$ cat src/core/otd_pkg.sv
package otd_pkg;

  // Register indices; the bus byte address is four times the index
  localparam logic [7:0] IDX_VOLT_LOW   = 8'h76;
  localparam logic [7:0] IDX_TEMP_LOW   = 8'h77;
  localparam logic [7:0] IDX_CFG_THREE  = 8'h78;
  localparam logic [7:0] IDX_DUR_STATUS = 8'h79;
  localparam logic [7:0] IDX_DUR_LIMIT  = 8'h7a;
  localparam logic [7:0] IDX_MASK_TWO   = 8'h75;
  localparam logic [7:0] IDX_IRQ_STATUS = 8'h42;
  localparam logic [7:0] IDX_IRQ_CLEAR  = 8'h43;
  localparam logic [7:0] IDX_IRQ_ENABLE = 8'h44;
  // High bytes of the five readings sit at consecutive indices from here
  localparam logic [7:0] IDX_HIGH_BASE  = 8'h20;
  localparam int         NUM_CHAN       = 5;

  // Channel numbers of the readings
  localparam int CH_V25    = 0;
  localparam int CH_VCC    = 1;
  localparam int CH_REMOTE1 = 2;
  localparam int CH_LOCAL  = 3;
  localparam int CH_REMOTE2 = 4;

  // Configuration three field positions
  localparam int CFG_ALERT = 0;
  localparam int CFG_MON   = 1;
  localparam int CFG_FULL_SPEED_ON_OVERTEMP = 2;
  localparam int CFG_FAST  = 3;
  localparam int CFG_CONT  = 4;

  localparam logic [7:0] CFG_THREE_RESET  = 8'h00;
  localparam logic [7:0] DUR_LIMIT_RESET  = 8'h00;
  localparam logic [7:0] MASK_TWO_RESET   = 8'h00;
  localparam logic [7:0] IRQ_RESET        = 8'h00;
  localparam logic [7:0] LIMIT_IMMEDIATE  = 8'h00;
  localparam logic [7:0] COUNT_MAX        = 8'hff;
  localparam int         IRQ_DUR_BIT      = 5;

  // Timing
  localparam longint CLOCK_PERIOD_NS = 10;
  localparam longint STEP_NS         = 22_760_000;
  localparam longint REPORT_NS       = 45_520_000;
  localparam int     STEP_CYCLES     = int'(STEP_NS / CLOCK_PERIOD_NS);
  localparam logic [7:0] REPORT_STEPS = 8'(REPORT_NS / STEP_NS);

  localparam logic [1:0] RESP_OKAY   = 2'h0;
  localparam logic [1:0] RESP_SLVERR = 2'h2;
  localparam int         ADDR_W      = 12;

  typedef struct packed {
    logic              awvalid;
    logic [ADDR_W-1:0] awaddr;
    logic              wvalid;
    logic [31:0]       wdata;
    logic [3:0]        wstrb;
    logic              bready;
    logic              arvalid;
    logic [ADDR_W-1:0] araddr;
    logic              rready;
  } otd_axi_req_t;

  typedef struct packed {
    logic        awready;
    logic        wready;
    logic        bvalid;
    logic [1:0]  bresp;
    logic        arready;
    logic        rvalid;
    logic [31:0] rdata;
    logic [1:0]  rresp;
  } otd_axi_rsp_t;

  typedef struct packed {
    logic [9:0] remote_two;
    logic [9:0] local_sensor;
    logic [9:0] remote_one;
    logic [9:0] vcc;
    logic [9:0] v25;
  } otd_readings_t;

endpackage

$ cat src/core/otd_sync.sv
`timescale 1ns/1ns
module otd_sync #(
  parameter logic RESET_VALUE = 1'b1
) (
  input  logic clock,
  input  logic rst,
  input  logic async_in,
  output logic sync_out
);
  logic stage_one;

  always_ff @(posedge clock or posedge rst)
  begin
    if (rst)
    begin
      stage_one <= RESET_VALUE;
      sync_out  <= RESET_VALUE;
    end
    else
    begin
      stage_one <= async_in;
      sync_out  <= stage_one;
    end
  end
endmodule

$ cat src/core/otd_step_timer.sv
`timescale 1ns/1ns
module otd_step_timer #(
  parameter int PERIOD = 4
) (
  input  logic clock,
  input  logic rst,
  input  logic run,
  output logic step
);
  logic [31:0] count;

  // Phase restarts whenever run drops, so each run measures from its own start
  always_ff @(posedge clock or posedge rst)
  begin
    if (rst)
      count <= 32'h0000_0000;
    else if (!run || count == 32'(PERIOD - 1))
      count <= 32'h0000_0000;
    else
      count <= count + 32'h0000_0001;
  end

  assign step = run && (count == 32'(PERIOD - 1));
endmodule

$ cat src/core/otd_regs.sv
// Added by the designer: the AXI4-Lite interface to the registers.
`timescale 1ns/1ns
module otd_regs #(
  parameter int STEP_CYCLES = otd_pkg::STEP_CYCLES
) (
  input  logic                  clock,
  input  logic                  rst,
  input  otd_pkg::otd_axi_req_t axi_req,
  output otd_pkg::otd_axi_rsp_t axi_rsp,
  input  otd_pkg::otd_readings_t readings,
  input  logic                  overtemp_signal_n,
  input  logic [3:0]            fan_pwm_in,
  output logic [3:0]            fan_pwm_out,
  output logic                  pwm2_pin_out,
  output logic                  pwm2_pin_oe_n,
  output logic                  fast_fan_speed_pulse,
  output logic [3:0]            continuous_sense,
  output logic                  irq
);
  logic [7:0] cfg_three;
  logic [7:0] duration_limit_value;
  logic [7:0] mask_two;
  logic [7:0] irq_status;
  logic [7:0] irq_enable;
  logic [3:0] volt_low_spare;
  logic [1:0] temp_low_spare;
  logic [9:0] hold [otd_pkg::NUM_CHAN];
  logic [otd_pkg::NUM_CHAN-1:0] frozen;

  logic       ot_sync_n;
  logic       ot_active;
  logic       ot_prev;
  logic       ot_rise;
  logic       step;
  logic [7:0] cur_steps;
  logic [7:0] overtemp_duration_count;
  logic       assert_flag_count_lsb;
  logic       limit_done;
  logic       dur_event;
  logic [7:0] status_value;

  logic              aw_have;
  logic              w_have;
  logic [7:0]        aw_idx;
  logic              aw_bad;
  logic [31:0]       w_data;
  logic              w_lane0;
  logic              wr_go;
  logic              wr_ok;
  logic              rd_fire;
  logic [7:0]        rd_idx;
  logic              rd_ok;
  logic [7:0]        rd_value;
  logic              alert_active;
  logic [3:0]        next_fan_pwm;

  // Overtemperature pin is asynchronous and active low
  otd_sync #(
    .RESET_VALUE (1'b1)
  ) u_ot_sync (
    .clock    (clock),
    .rst      (rst),
    .async_in (overtemp_signal_n),
    .sync_out (ot_sync_n)
  );

  assign ot_active = cfg_three[otd_pkg::CFG_MON] && !ot_sync_n;
  assign ot_rise   = ot_active && !ot_prev;

  otd_step_timer #(
    .PERIOD (STEP_CYCLES)
  ) u_step (
    .clock (clock),
    .rst   (rst),
    .run   (ot_active),
    .step  (step)
  );

  // ---------------- AXI4-Lite slave ----------------
  assign axi_rsp.awready = !aw_have && !axi_rsp.bvalid;
  assign axi_rsp.wready  = !w_have && !axi_rsp.bvalid;
  assign axi_rsp.arready = !axi_rsp.rvalid;
  assign wr_go   = aw_have && w_have && !axi_rsp.bvalid;
  assign wr_ok   = wr_go && !aw_bad && w_lane0;
  assign rd_fire = axi_req.arvalid && axi_rsp.arready;
  assign rd_idx  = axi_req.araddr[9:2];

  always_ff @(posedge clock or posedge rst)
  begin
    if (rst)
    begin
      aw_have <= 1'b0;
      aw_idx  <= 8'h00;
      aw_bad  <= 1'b0;
    end
    else if (axi_req.awvalid && axi_rsp.awready)
    begin
      aw_have <= 1'b1;
      aw_idx  <= axi_req.awaddr[9:2];
      aw_bad  <= (axi_req.awaddr[11:10] != 2'h0) || (axi_req.awaddr[1:0] != 2'h0);
    end
    else if (wr_go)
      aw_have <= 1'b0;
  end

  always_ff @(posedge clock or posedge rst)
  begin
    if (rst)
    begin
      w_have  <= 1'b0;
      w_data  <= 32'h0000_0000;
      w_lane0 <= 1'b0;
    end
    else if (axi_req.wvalid && axi_rsp.wready)
    begin
      w_have  <= 1'b1;
      w_data  <= axi_req.wdata;
      w_lane0 <= axi_req.wstrb[0];
    end
    else if (wr_go)
      w_have <= 1'b0;
  end

  always_ff @(posedge clock or posedge rst)
  begin
    if (rst)
    begin
      axi_rsp.bvalid <= 1'b0;
      axi_rsp.bresp  <= otd_pkg::RESP_OKAY;
    end
    else if (wr_go)
    begin
      axi_rsp.bvalid <= 1'b1;
      axi_rsp.bresp  <= (aw_bad || !wr_known(aw_idx)) ? otd_pkg::RESP_SLVERR
                                                       : otd_pkg::RESP_OKAY;
    end
    else if (axi_req.bready)
      axi_rsp.bvalid <= 1'b0;
  end

  function automatic logic wr_known(input logic [7:0] idx);
    wr_known = (idx == otd_pkg::IDX_VOLT_LOW) || (idx == otd_pkg::IDX_TEMP_LOW) ||
               (idx == otd_pkg::IDX_CFG_THREE) || (idx == otd_pkg::IDX_DUR_LIMIT) ||
               (idx == otd_pkg::IDX_MASK_TWO) || (idx == otd_pkg::IDX_IRQ_CLEAR) ||
               (idx == otd_pkg::IDX_IRQ_ENABLE);
  endfunction

  // Read mux; unmapped or misaligned reads answer zero with an error
  always_comb
  begin
    rd_value = 8'h00;
    rd_ok    = 1'b1;
    unique case (rd_idx)
      otd_pkg::IDX_VOLT_LOW:
        // low bits of 2.5 V and supply
        rd_value = {volt_low_spare[3:2], hold[otd_pkg::CH_VCC][1:0],
                    volt_low_spare[1:0], hold[otd_pkg::CH_V25][1:0]};
      otd_pkg::IDX_TEMP_LOW:
        // low bits of the three temperatures
        rd_value = {hold[otd_pkg::CH_REMOTE2][1:0], hold[otd_pkg::CH_LOCAL][1:0],
                    hold[otd_pkg::CH_REMOTE1][1:0], temp_low_spare};
      otd_pkg::IDX_CFG_THREE:  rd_value = cfg_three;
      otd_pkg::IDX_DUR_STATUS: rd_value = status_value;
      otd_pkg::IDX_DUR_LIMIT:  rd_value = duration_limit_value;
      otd_pkg::IDX_MASK_TWO:   rd_value = mask_two;
      otd_pkg::IDX_IRQ_STATUS: rd_value = irq_status;
      otd_pkg::IDX_IRQ_ENABLE: rd_value = irq_enable;
      otd_pkg::IDX_IRQ_CLEAR:  rd_value = 8'h00;
      default:
      begin
        if (rd_idx >= otd_pkg::IDX_HIGH_BASE &&
            rd_idx < otd_pkg::IDX_HIGH_BASE + 8'(otd_pkg::NUM_CHAN))
          rd_value = hold[3'(rd_idx - otd_pkg::IDX_HIGH_BASE)][9:2];
        else
          rd_ok = 1'b0;
      end
    endcase
    if (axi_req.araddr[11:10] != 2'h0 || axi_req.araddr[1:0] != 2'h0)
    begin
      rd_ok    = 1'b0;
      rd_value = 8'h00;
    end
  end

  always_ff @(posedge clock or posedge rst)
  begin
    if (rst)
    begin
      axi_rsp.rvalid <= 1'b0;
      axi_rsp.rdata  <= 32'h0000_0000;
      axi_rsp.rresp  <= otd_pkg::RESP_OKAY;
    end
    else if (rd_fire)
    begin
      axi_rsp.rvalid <= 1'b1;
      axi_rsp.rdata  <= {24'h00_0000, rd_value};
      axi_rsp.rresp  <= rd_ok ? otd_pkg::RESP_OKAY : otd_pkg::RESP_SLVERR;
    end
    else if (axi_req.rready)
      axi_rsp.rvalid <= 1'b0;
  end

  // ---------------- Software registers ----------------
  always_ff @(posedge clock or posedge rst)
  begin
    if (rst)
    begin
      cfg_three            <= otd_pkg::CFG_THREE_RESET;
      duration_limit_value <= otd_pkg::DUR_LIMIT_RESET;
      mask_two             <= otd_pkg::MASK_TWO_RESET;
      irq_enable           <= otd_pkg::IRQ_RESET;
      volt_low_spare       <= 4'h0;
      temp_low_spare       <= 2'h0;
    end
    else if (wr_ok)
    begin
      unique case (aw_idx)
        otd_pkg::IDX_CFG_THREE:  cfg_three <= w_data[7:0];
        otd_pkg::IDX_DUR_LIMIT:  duration_limit_value <= w_data[7:0];
        otd_pkg::IDX_MASK_TWO:   mask_two <= w_data[7:0];
        otd_pkg::IDX_IRQ_ENABLE: irq_enable <= w_data[7:0];
        otd_pkg::IDX_VOLT_LOW:   volt_low_spare <= {w_data[7:6], w_data[3:2]};
        otd_pkg::IDX_TEMP_LOW:   temp_low_spare <= w_data[1:0];
        default:                 cfg_three <= cfg_three;
      endcase
    end
  end

  // ---------------- Coherent readings ----------------
  // A channel is frozen from the read of its low bits until its high byte is read
  generate
    for (genvar ch = 0; ch < otd_pkg::NUM_CHAN; ch++)
    begin : g_chan
      logic low_read;
      logic high_read;
      logic [9:0] live;
      assign live      = readings[ch*10 +: 10];
      assign high_read = rd_fire && rd_idx == otd_pkg::IDX_HIGH_BASE + 8'(ch);
      assign low_read  = rd_fire && ((ch < 2) ? rd_idx == otd_pkg::IDX_VOLT_LOW
                                              : rd_idx == otd_pkg::IDX_TEMP_LOW);

      // freeze on low read, release on high read
      always_ff @(posedge clock or posedge rst)
      begin
        if (rst)
          frozen[ch] <= 1'b0;
        else if (low_read)
          frozen[ch] <= 1'b1;
        else if (high_read)
          frozen[ch] <= 1'b0;
      end

      always_ff @(posedge clock or posedge rst)
      begin
        if (rst)
          hold[ch] <= 10'h000;
        else if (!frozen[ch] && !low_read)
          hold[ch] <= live;
      end

    end
  endgenerate

  // ---------------- Overtemperature duration ----------------
  always_ff @(posedge clock or posedge rst)
  begin
    if (rst)
      ot_prev <= 1'b0;
    else
      ot_prev <= ot_active;
  end

  // Steps of the current assertion, for the limit compare
  always_ff @(posedge clock or posedge rst)
  begin
    if (rst)
      cur_steps <= 8'h00;
    else if (ot_rise)
      cur_steps <= 8'h00;
    else if (step && cur_steps != otd_pkg::COUNT_MAX)
      cur_steps <= cur_steps + 8'h01;
  end

  // accumulated count of steps, cleared by a status read
  always_ff @(posedge clock or posedge rst)
  begin
    if (rst)
      overtemp_duration_count <= 8'h00;
    else if (rd_fire && rd_idx == otd_pkg::IDX_DUR_STATUS)
      overtemp_duration_count <= step ? 8'h01 : 8'h00;
    else if (step && overtemp_duration_count != otd_pkg::COUNT_MAX)
      overtemp_duration_count <= overtemp_duration_count + 8'h01;
  end

  // set on assertion, cleared on read; a new assertion wins
  always_ff @(posedge clock or posedge rst)
  begin
    if (rst)
      assert_flag_count_lsb <= 1'b0;
    else if (ot_rise)
      assert_flag_count_lsb <= 1'b1;
    else if (rd_fire && rd_idx == otd_pkg::IDX_DUR_STATUS)
      assert_flag_count_lsb <= 1'b0;
  end

  // upper bits stay zero until the report threshold
  assign status_value = (overtemp_duration_count >= otd_pkg::REPORT_STEPS)
                      ? overtemp_duration_count
                      : {7'h00, assert_flag_count_lsb};

  // one event per assertion once it outlasts the limit
  // a zero limit fires on the assertion edge itself
  assign dur_event = ot_active && !limit_done &&
                     (duration_limit_value == otd_pkg::LIMIT_IMMEDIATE ||
                      cur_steps > duration_limit_value);

  always_ff @(posedge clock or posedge rst)
  begin
    if (rst)
      limit_done <= 1'b0;
    else if (!ot_active)
      limit_done <= 1'b0;
    else if (dur_event)
      limit_done <= 1'b1;
  end

  // ---------------- Interrupts ----------------
  // Status is sticky; write-one-to-clear, and a same-cycle event wins
  always_ff @(posedge clock or posedge rst)
  begin
    if (rst)
      irq_status <= otd_pkg::IRQ_RESET;
    else
    begin
      for (int b = 0; b < 8; b++)
      begin
        if (b == otd_pkg::IRQ_DUR_BIT && dur_event)
          irq_status[b] <= 1'b1;
        else if (wr_ok && aw_idx == otd_pkg::IDX_IRQ_CLEAR && w_data[b])
          irq_status[b] <= 1'b0;
      end
    end
  end

  // mask bit 5 hides the duration event from the alert
  assign alert_active = irq_status[otd_pkg::IRQ_DUR_BIT] && !mask_two[otd_pkg::IRQ_DUR_BIT];

  assign next_fan_pwm = (cfg_three[otd_pkg::CFG_FULL_SPEED_ON_OVERTEMP] && ot_active) ? 4'hf : fan_pwm_in;

  always_ff @(posedge clock or posedge rst)
  begin
    if (rst)
    begin
      fan_pwm_out      <= 4'h0;
      pwm2_pin_out     <= 1'b0;
      pwm2_pin_oe_n    <= 1'b1;
      fast_fan_speed_pulse        <= 1'b0;
      continuous_sense <= 4'h0;
      irq              <= 1'b0;
    end
    else
    begin
      fan_pwm_out <= next_fan_pwm;
      // open-drain alert when selected, otherwise the fan two drive
      if (cfg_three[otd_pkg::CFG_ALERT])
      begin
        pwm2_pin_out  <= 1'b0;
        pwm2_pin_oe_n <= !alert_active;
      end
      else
      begin
        pwm2_pin_out  <= next_fan_pwm[1];
        pwm2_pin_oe_n <= 1'b0;
      end
      fast_fan_speed_pulse        <= cfg_three[otd_pkg::CFG_FAST];
      continuous_sense <= cfg_three[otd_pkg::CFG_CONT +: 4];
      irq              <= |(irq_status & irq_enable);
    end
  end
endmodule

$ cat config.mk
export PLATFORM = sky130hd
export DESIGN_NAME = otd_regs
export DESIGN_NICKNAME = d
export VERILOG_FILES = /design/src/core/otd_pkg.sv /design/src/core/otd_sync.sv /design/src/core/otd_step_timer.sv /design/src/core/otd_regs.sv
export SDC_FILE = /design/constraint.sdc
export NUM_CORES = 1
export LEC_CHECK = 0
export BUFFER_PORTS_ARGS = -buffer_cell sky130_fd_sc_hd__buf_2
export CAP_MARGIN = 20
export CORE_ASPECT_RATIO = 1.4
export CORE_MARGIN = 4
export CORE_UTILIZATION = 40
export CTS_CLUSTER_DIAMETER = 50
export DETAILED_ROUTE_END_ITERATION = 7
export HOLD_SLACK_MARGIN = 0.12
export PLACE_DENSITY_LB_ADDON = 0.25
export SLEW_MARGIN = 5
export SYNTH_ARGS = -nofsm -noshare
export SYNTH_HDL_FRONTEND = slang
export SYNTH_HIERARCHICAL = 1
export SYNTH_SLANG_ARGS = --single-unit
export TNS_END_PERCENT = 30
$ cat constraint.sdc
create_clock -name clock -period 5 [get_ports clock]
set_input_delay 1 -clock clock [delete_from_list [all_inputs] [get_ports clock]]
set_output_delay 1 -clock clock [all_outputs]
set_load 0.05 [all_outputs]
==> metrics.md <==
| Metric | Value |
|---|---|
| Run status | complete, no violations |
| Layout overhead on the synthesized area | 15.0% |
| Area used by multi-input combinational logic | 4350 um2 |
| CP endpoint kind | flip-flop |
| Most instantiated flip-flop cell in the synthesis netlist | dfrtp_1 |
| Sequential cell area | 4780 um2 |
| Critical path data required time | 5320 ps |
| Register share of total power | 48.0% |
| Cell Pwr Density | 350 nW/um2 |
| Fillers | 2115 |
| Netlist area before placement | 9510 um2 |
| Core area | 23400 um2 |
| Count of standard-cell rows | 66 |
| Most frequent cells after synthesis | dfrtp_1 (188), mux2_2 (113), nor2_1 (47), nand2_1 (37), a21oi_1 (35) |
| Number of iterations in the first detailed-routing pass | 4 |
| Pins Over Slew Limit | 0 |
| Cells taking the most area after synthesis | dfrtp_1 (49%), mux2_2 (13%), buf_4 (2.2%) |
| Clock tree sinks | 191 |
| Number of design rule violations left after detail routing | 0 |
| Maximum buffer depth of the clock tree | 2 |
| Highest clock rate | approximately 320 MHz |
| Cell total after placement | roughly 1200 |
| Post-layout util | 46.8% |
| Vertical die dimension | ~190 um |
| Arrival @ worst endpoint | 3480 ps |
| Clock buffers created by TritonCTS | 17 |
| R2r setup slk | 2010 ps |
| Fin. Hold Viols | 0 |
| Total power consumption of the routed design | between 3 and 4 mW |
| Die area | between 20000 and 30000 um2 |
| Remaining global-route overflow | 0 |
| Via count | about 6700 |
| Internal power | 2.75 mW |
| Finish-stage setup viols | 0 |
| Worst hold path class | reg2reg |
| Crit share post-route | 63.3% |
| Transition time of the tightest slew-check pin | 821 ps |
| Count of buffers added by post-CTS timing repair for setup | 0 |
| Clock share of power | 37.4% |
| Fin Hold WS | roughly 360 ps |
| DRT Wirelength | 22.1 mm |
| Antenna violations before repair | 0 |
| Root buf cell | clkbuf_16 |
| Setup slack at placement | 1420 ps |
| Num ports | 175 |
| Average detailed-routed wire length per instance | ~18 um |
| Yosys synthesis warning count | 6 |
| CTS clk-pin slew, worst paths | roughly 70 ps |
| Initial core utilization | 40.7% |
| Initial drt markers | between 300 and 400 |
| Layout net count | 1062 |
| Switching fraction of total power | roughly 28% |
| Average cell area after synthesis | 11.8 um2 |
| Layout Cell Area excl Fill | 10900 um2 |
| Max-cap check violation count | 0 |
| Number of global-route vias before repair | slightly below 7000 |
| Antenna diode count | 0 |
| Worst VDD drop | between 0.2 and 0.3 mV |
| Leading area contributor after synthesis | dfrtp_1 |
| Dpl cell area | around 10000 um2 |
| Share of layout cells above drive strength 1 | 33.6% |
| EDFF count, synth | 0 |
| Crit path launch type | primary input |
| Share of the yosys chip area belonging to registers | 50.3% |
| Final worst setup slack | 1840 ps |
| CTS Hold Bufs | 0 |
| TritonCTS clock tree | built |
| Number of gates given a new drive strength after cts | 0 |
| Flip-flop and latch count after synthesis | 191 |
| Global-route usage over all layers | 17.2% |
| Final critical delay including setup and external delays | 3160 ps |
| Non-filler instance count after layout | 1247 |
| Number of antenna-violating nets in the routed design | 0 |
| First-pass GRT wire length | roughly 36 mm |
| Count of different cell masters after synthesis | 83 |
| Buffers added on ports | roughly 120 |
| RD Place Congestion | 0.804 |
| Gate Count Post-Synth | 808 |
| Worst slew margin relative to its limit | between 40% and 50% |
| Post-DP HPWL | 16.2 mm |
| Skew final | 7.77 ps |
| Horizontal die dimension | 138 um |
| Post-detailed-route via-to-cell ratio | between 5 and 6 |
| Fraction of registers with async set/reset | 100% |
| CTS H-tree depth | 4 |
| Relative contribution of combinational cells to total power | 14.6% |
| Category of the most critical setup path | in2reg |
| Fraction of synthesized cell area taken by the top area cell type | 49.5% |
| Crit-path max FO | 34 |
| Maximum number of pins on one net before global-route repair | 66 |
| Source-to-sink clock delay at the later pin of the worst-skew pair | ~430 ps |
| RSZ-0062 raised after global routing | false |
| Summed negative setup slack over all endpoints | 0 ps |
| Most frequently used cell type in the post-synthesis netlist | dfrtp_1 |
| Standby leakage power | 4.89 nW |
| Switching power of the nets | 1.08 mW |
-- power groups by stage --
stage	clock [mW]	sequential [mW]	combinational (mW)
6_report	1.43	1.84	0.560
3_3_place_gp	0	1.86	0.557
3_5_place_dp	0	1.87	0.566
2_1_floorplan	0	1.81	0.459
5_1_grt	1.54	1.86	0.612
4_1_cts	1.47	1.84	0.569
-- layout by cell type (no fill, tap or decap), types with 5 or more instances in the layout --
master / n
dfrtp_1: 188
clkbuf_16: 17
conb_1: 26
and2_1: 8
a31oi_1: 5
a221o_1: 9
a21oi_1: 35
nand3_1: 24
nand2_1: 37
o2bb2ai_1: 5
o31ai_1: 14
ha_1: 12
buf_2: 121
mux4_2: 6
mux2i_1: 15
nand2b_1: 11
o21ai_0: 20
nor3_1: 9
nand4_1: 13
inv_1: 28
a32oi_1: 5
mux2_2: 113
or3_1: 7
a22oi_1: 6
or4_1: 14
nor2_1: 47
nor2b_1: 8
xor2_1: 5
nor4_1: 9
buf_4: 11
xnor2_1: 18
-- kinds of logic (layout without fill, tap and decap cells) --
group / after synthesis / in the layout / share of synthesized area (%)
mux: 134 / 134 / 16.4
buf+inv: 85 / 193 / 5.00
xor+xnor: 23 / 23 / 2.12
flops: 191 / 191 / 50.3
compound gates: 127 / 127 / 9.34
other cells: 1 / 26 / 0.0394
fa+ha+maj: 12 / 12 / 1.58
simple gates: 235 / 235 / 15.2
-- cell type report --
cell class / count / share of cell area [%]
Sequential cell: 191 / 43.7
Multi-Input combinational cell: 557 / 39.7
Timing Repair Buffer: 132 / 6.29
Clock buffer: 22 / 4.33
Tap cell: 306 / 3.50
Clock inverter: 10 / 1.40
Inverter: 29 / 1.03
-- layer usage --
metal | track usage [%] | vias up | part of all wire [%]
met5 | 0 | - | 0
met4 | 5.21 | 0 | 1.9
met1 | 21.8 | 3329 | 44
li1 | - | 3164 | -
met3 | 3.69 | 28 | 4.0
met2 | 29.5 | 160 | 50
-- path summary, 6_finish.rpt --
kind	startpoint	end	depth (start not counted)
worst min-delay path	u_ot_sync/stage_one	u_ot_sync/sync_out	0
worst min register to register	u_ot_sync/stage_one	u_ot_sync/sync_out	0
worst max register to register	u_step/count[24]	cur_steps[6]	8
worst max-delay path	axi_req[3]	hold[41]	6
min in group asynchronous	rst	u_ot_sync/sync_out	2
max in group asynchronous	rst	frozen[3]	3
-- worst max-delay path, cell delays in order --
cell     delay, ps
buf_2          580
nor2b_1        260
and3_1         350
a21oi_1        640
buf_4          290
mux2_2         340
-- state kept, by name, summed over array words and instances (netlist names), 4 cells and up --
register,cells
overtemp_duration_count,8
u_step/count,32
fan_pwm_out,4
hold,50
volt_low_spare,4
continuous_sense,4
w_data,8
mask_two,8
duration_limit_value,8
cfg_three,8
axi_rsp,12
frozen,5
irq_enable,8
aw_idx,8
cur_steps,8
Power figures use the tool's default switching activity.
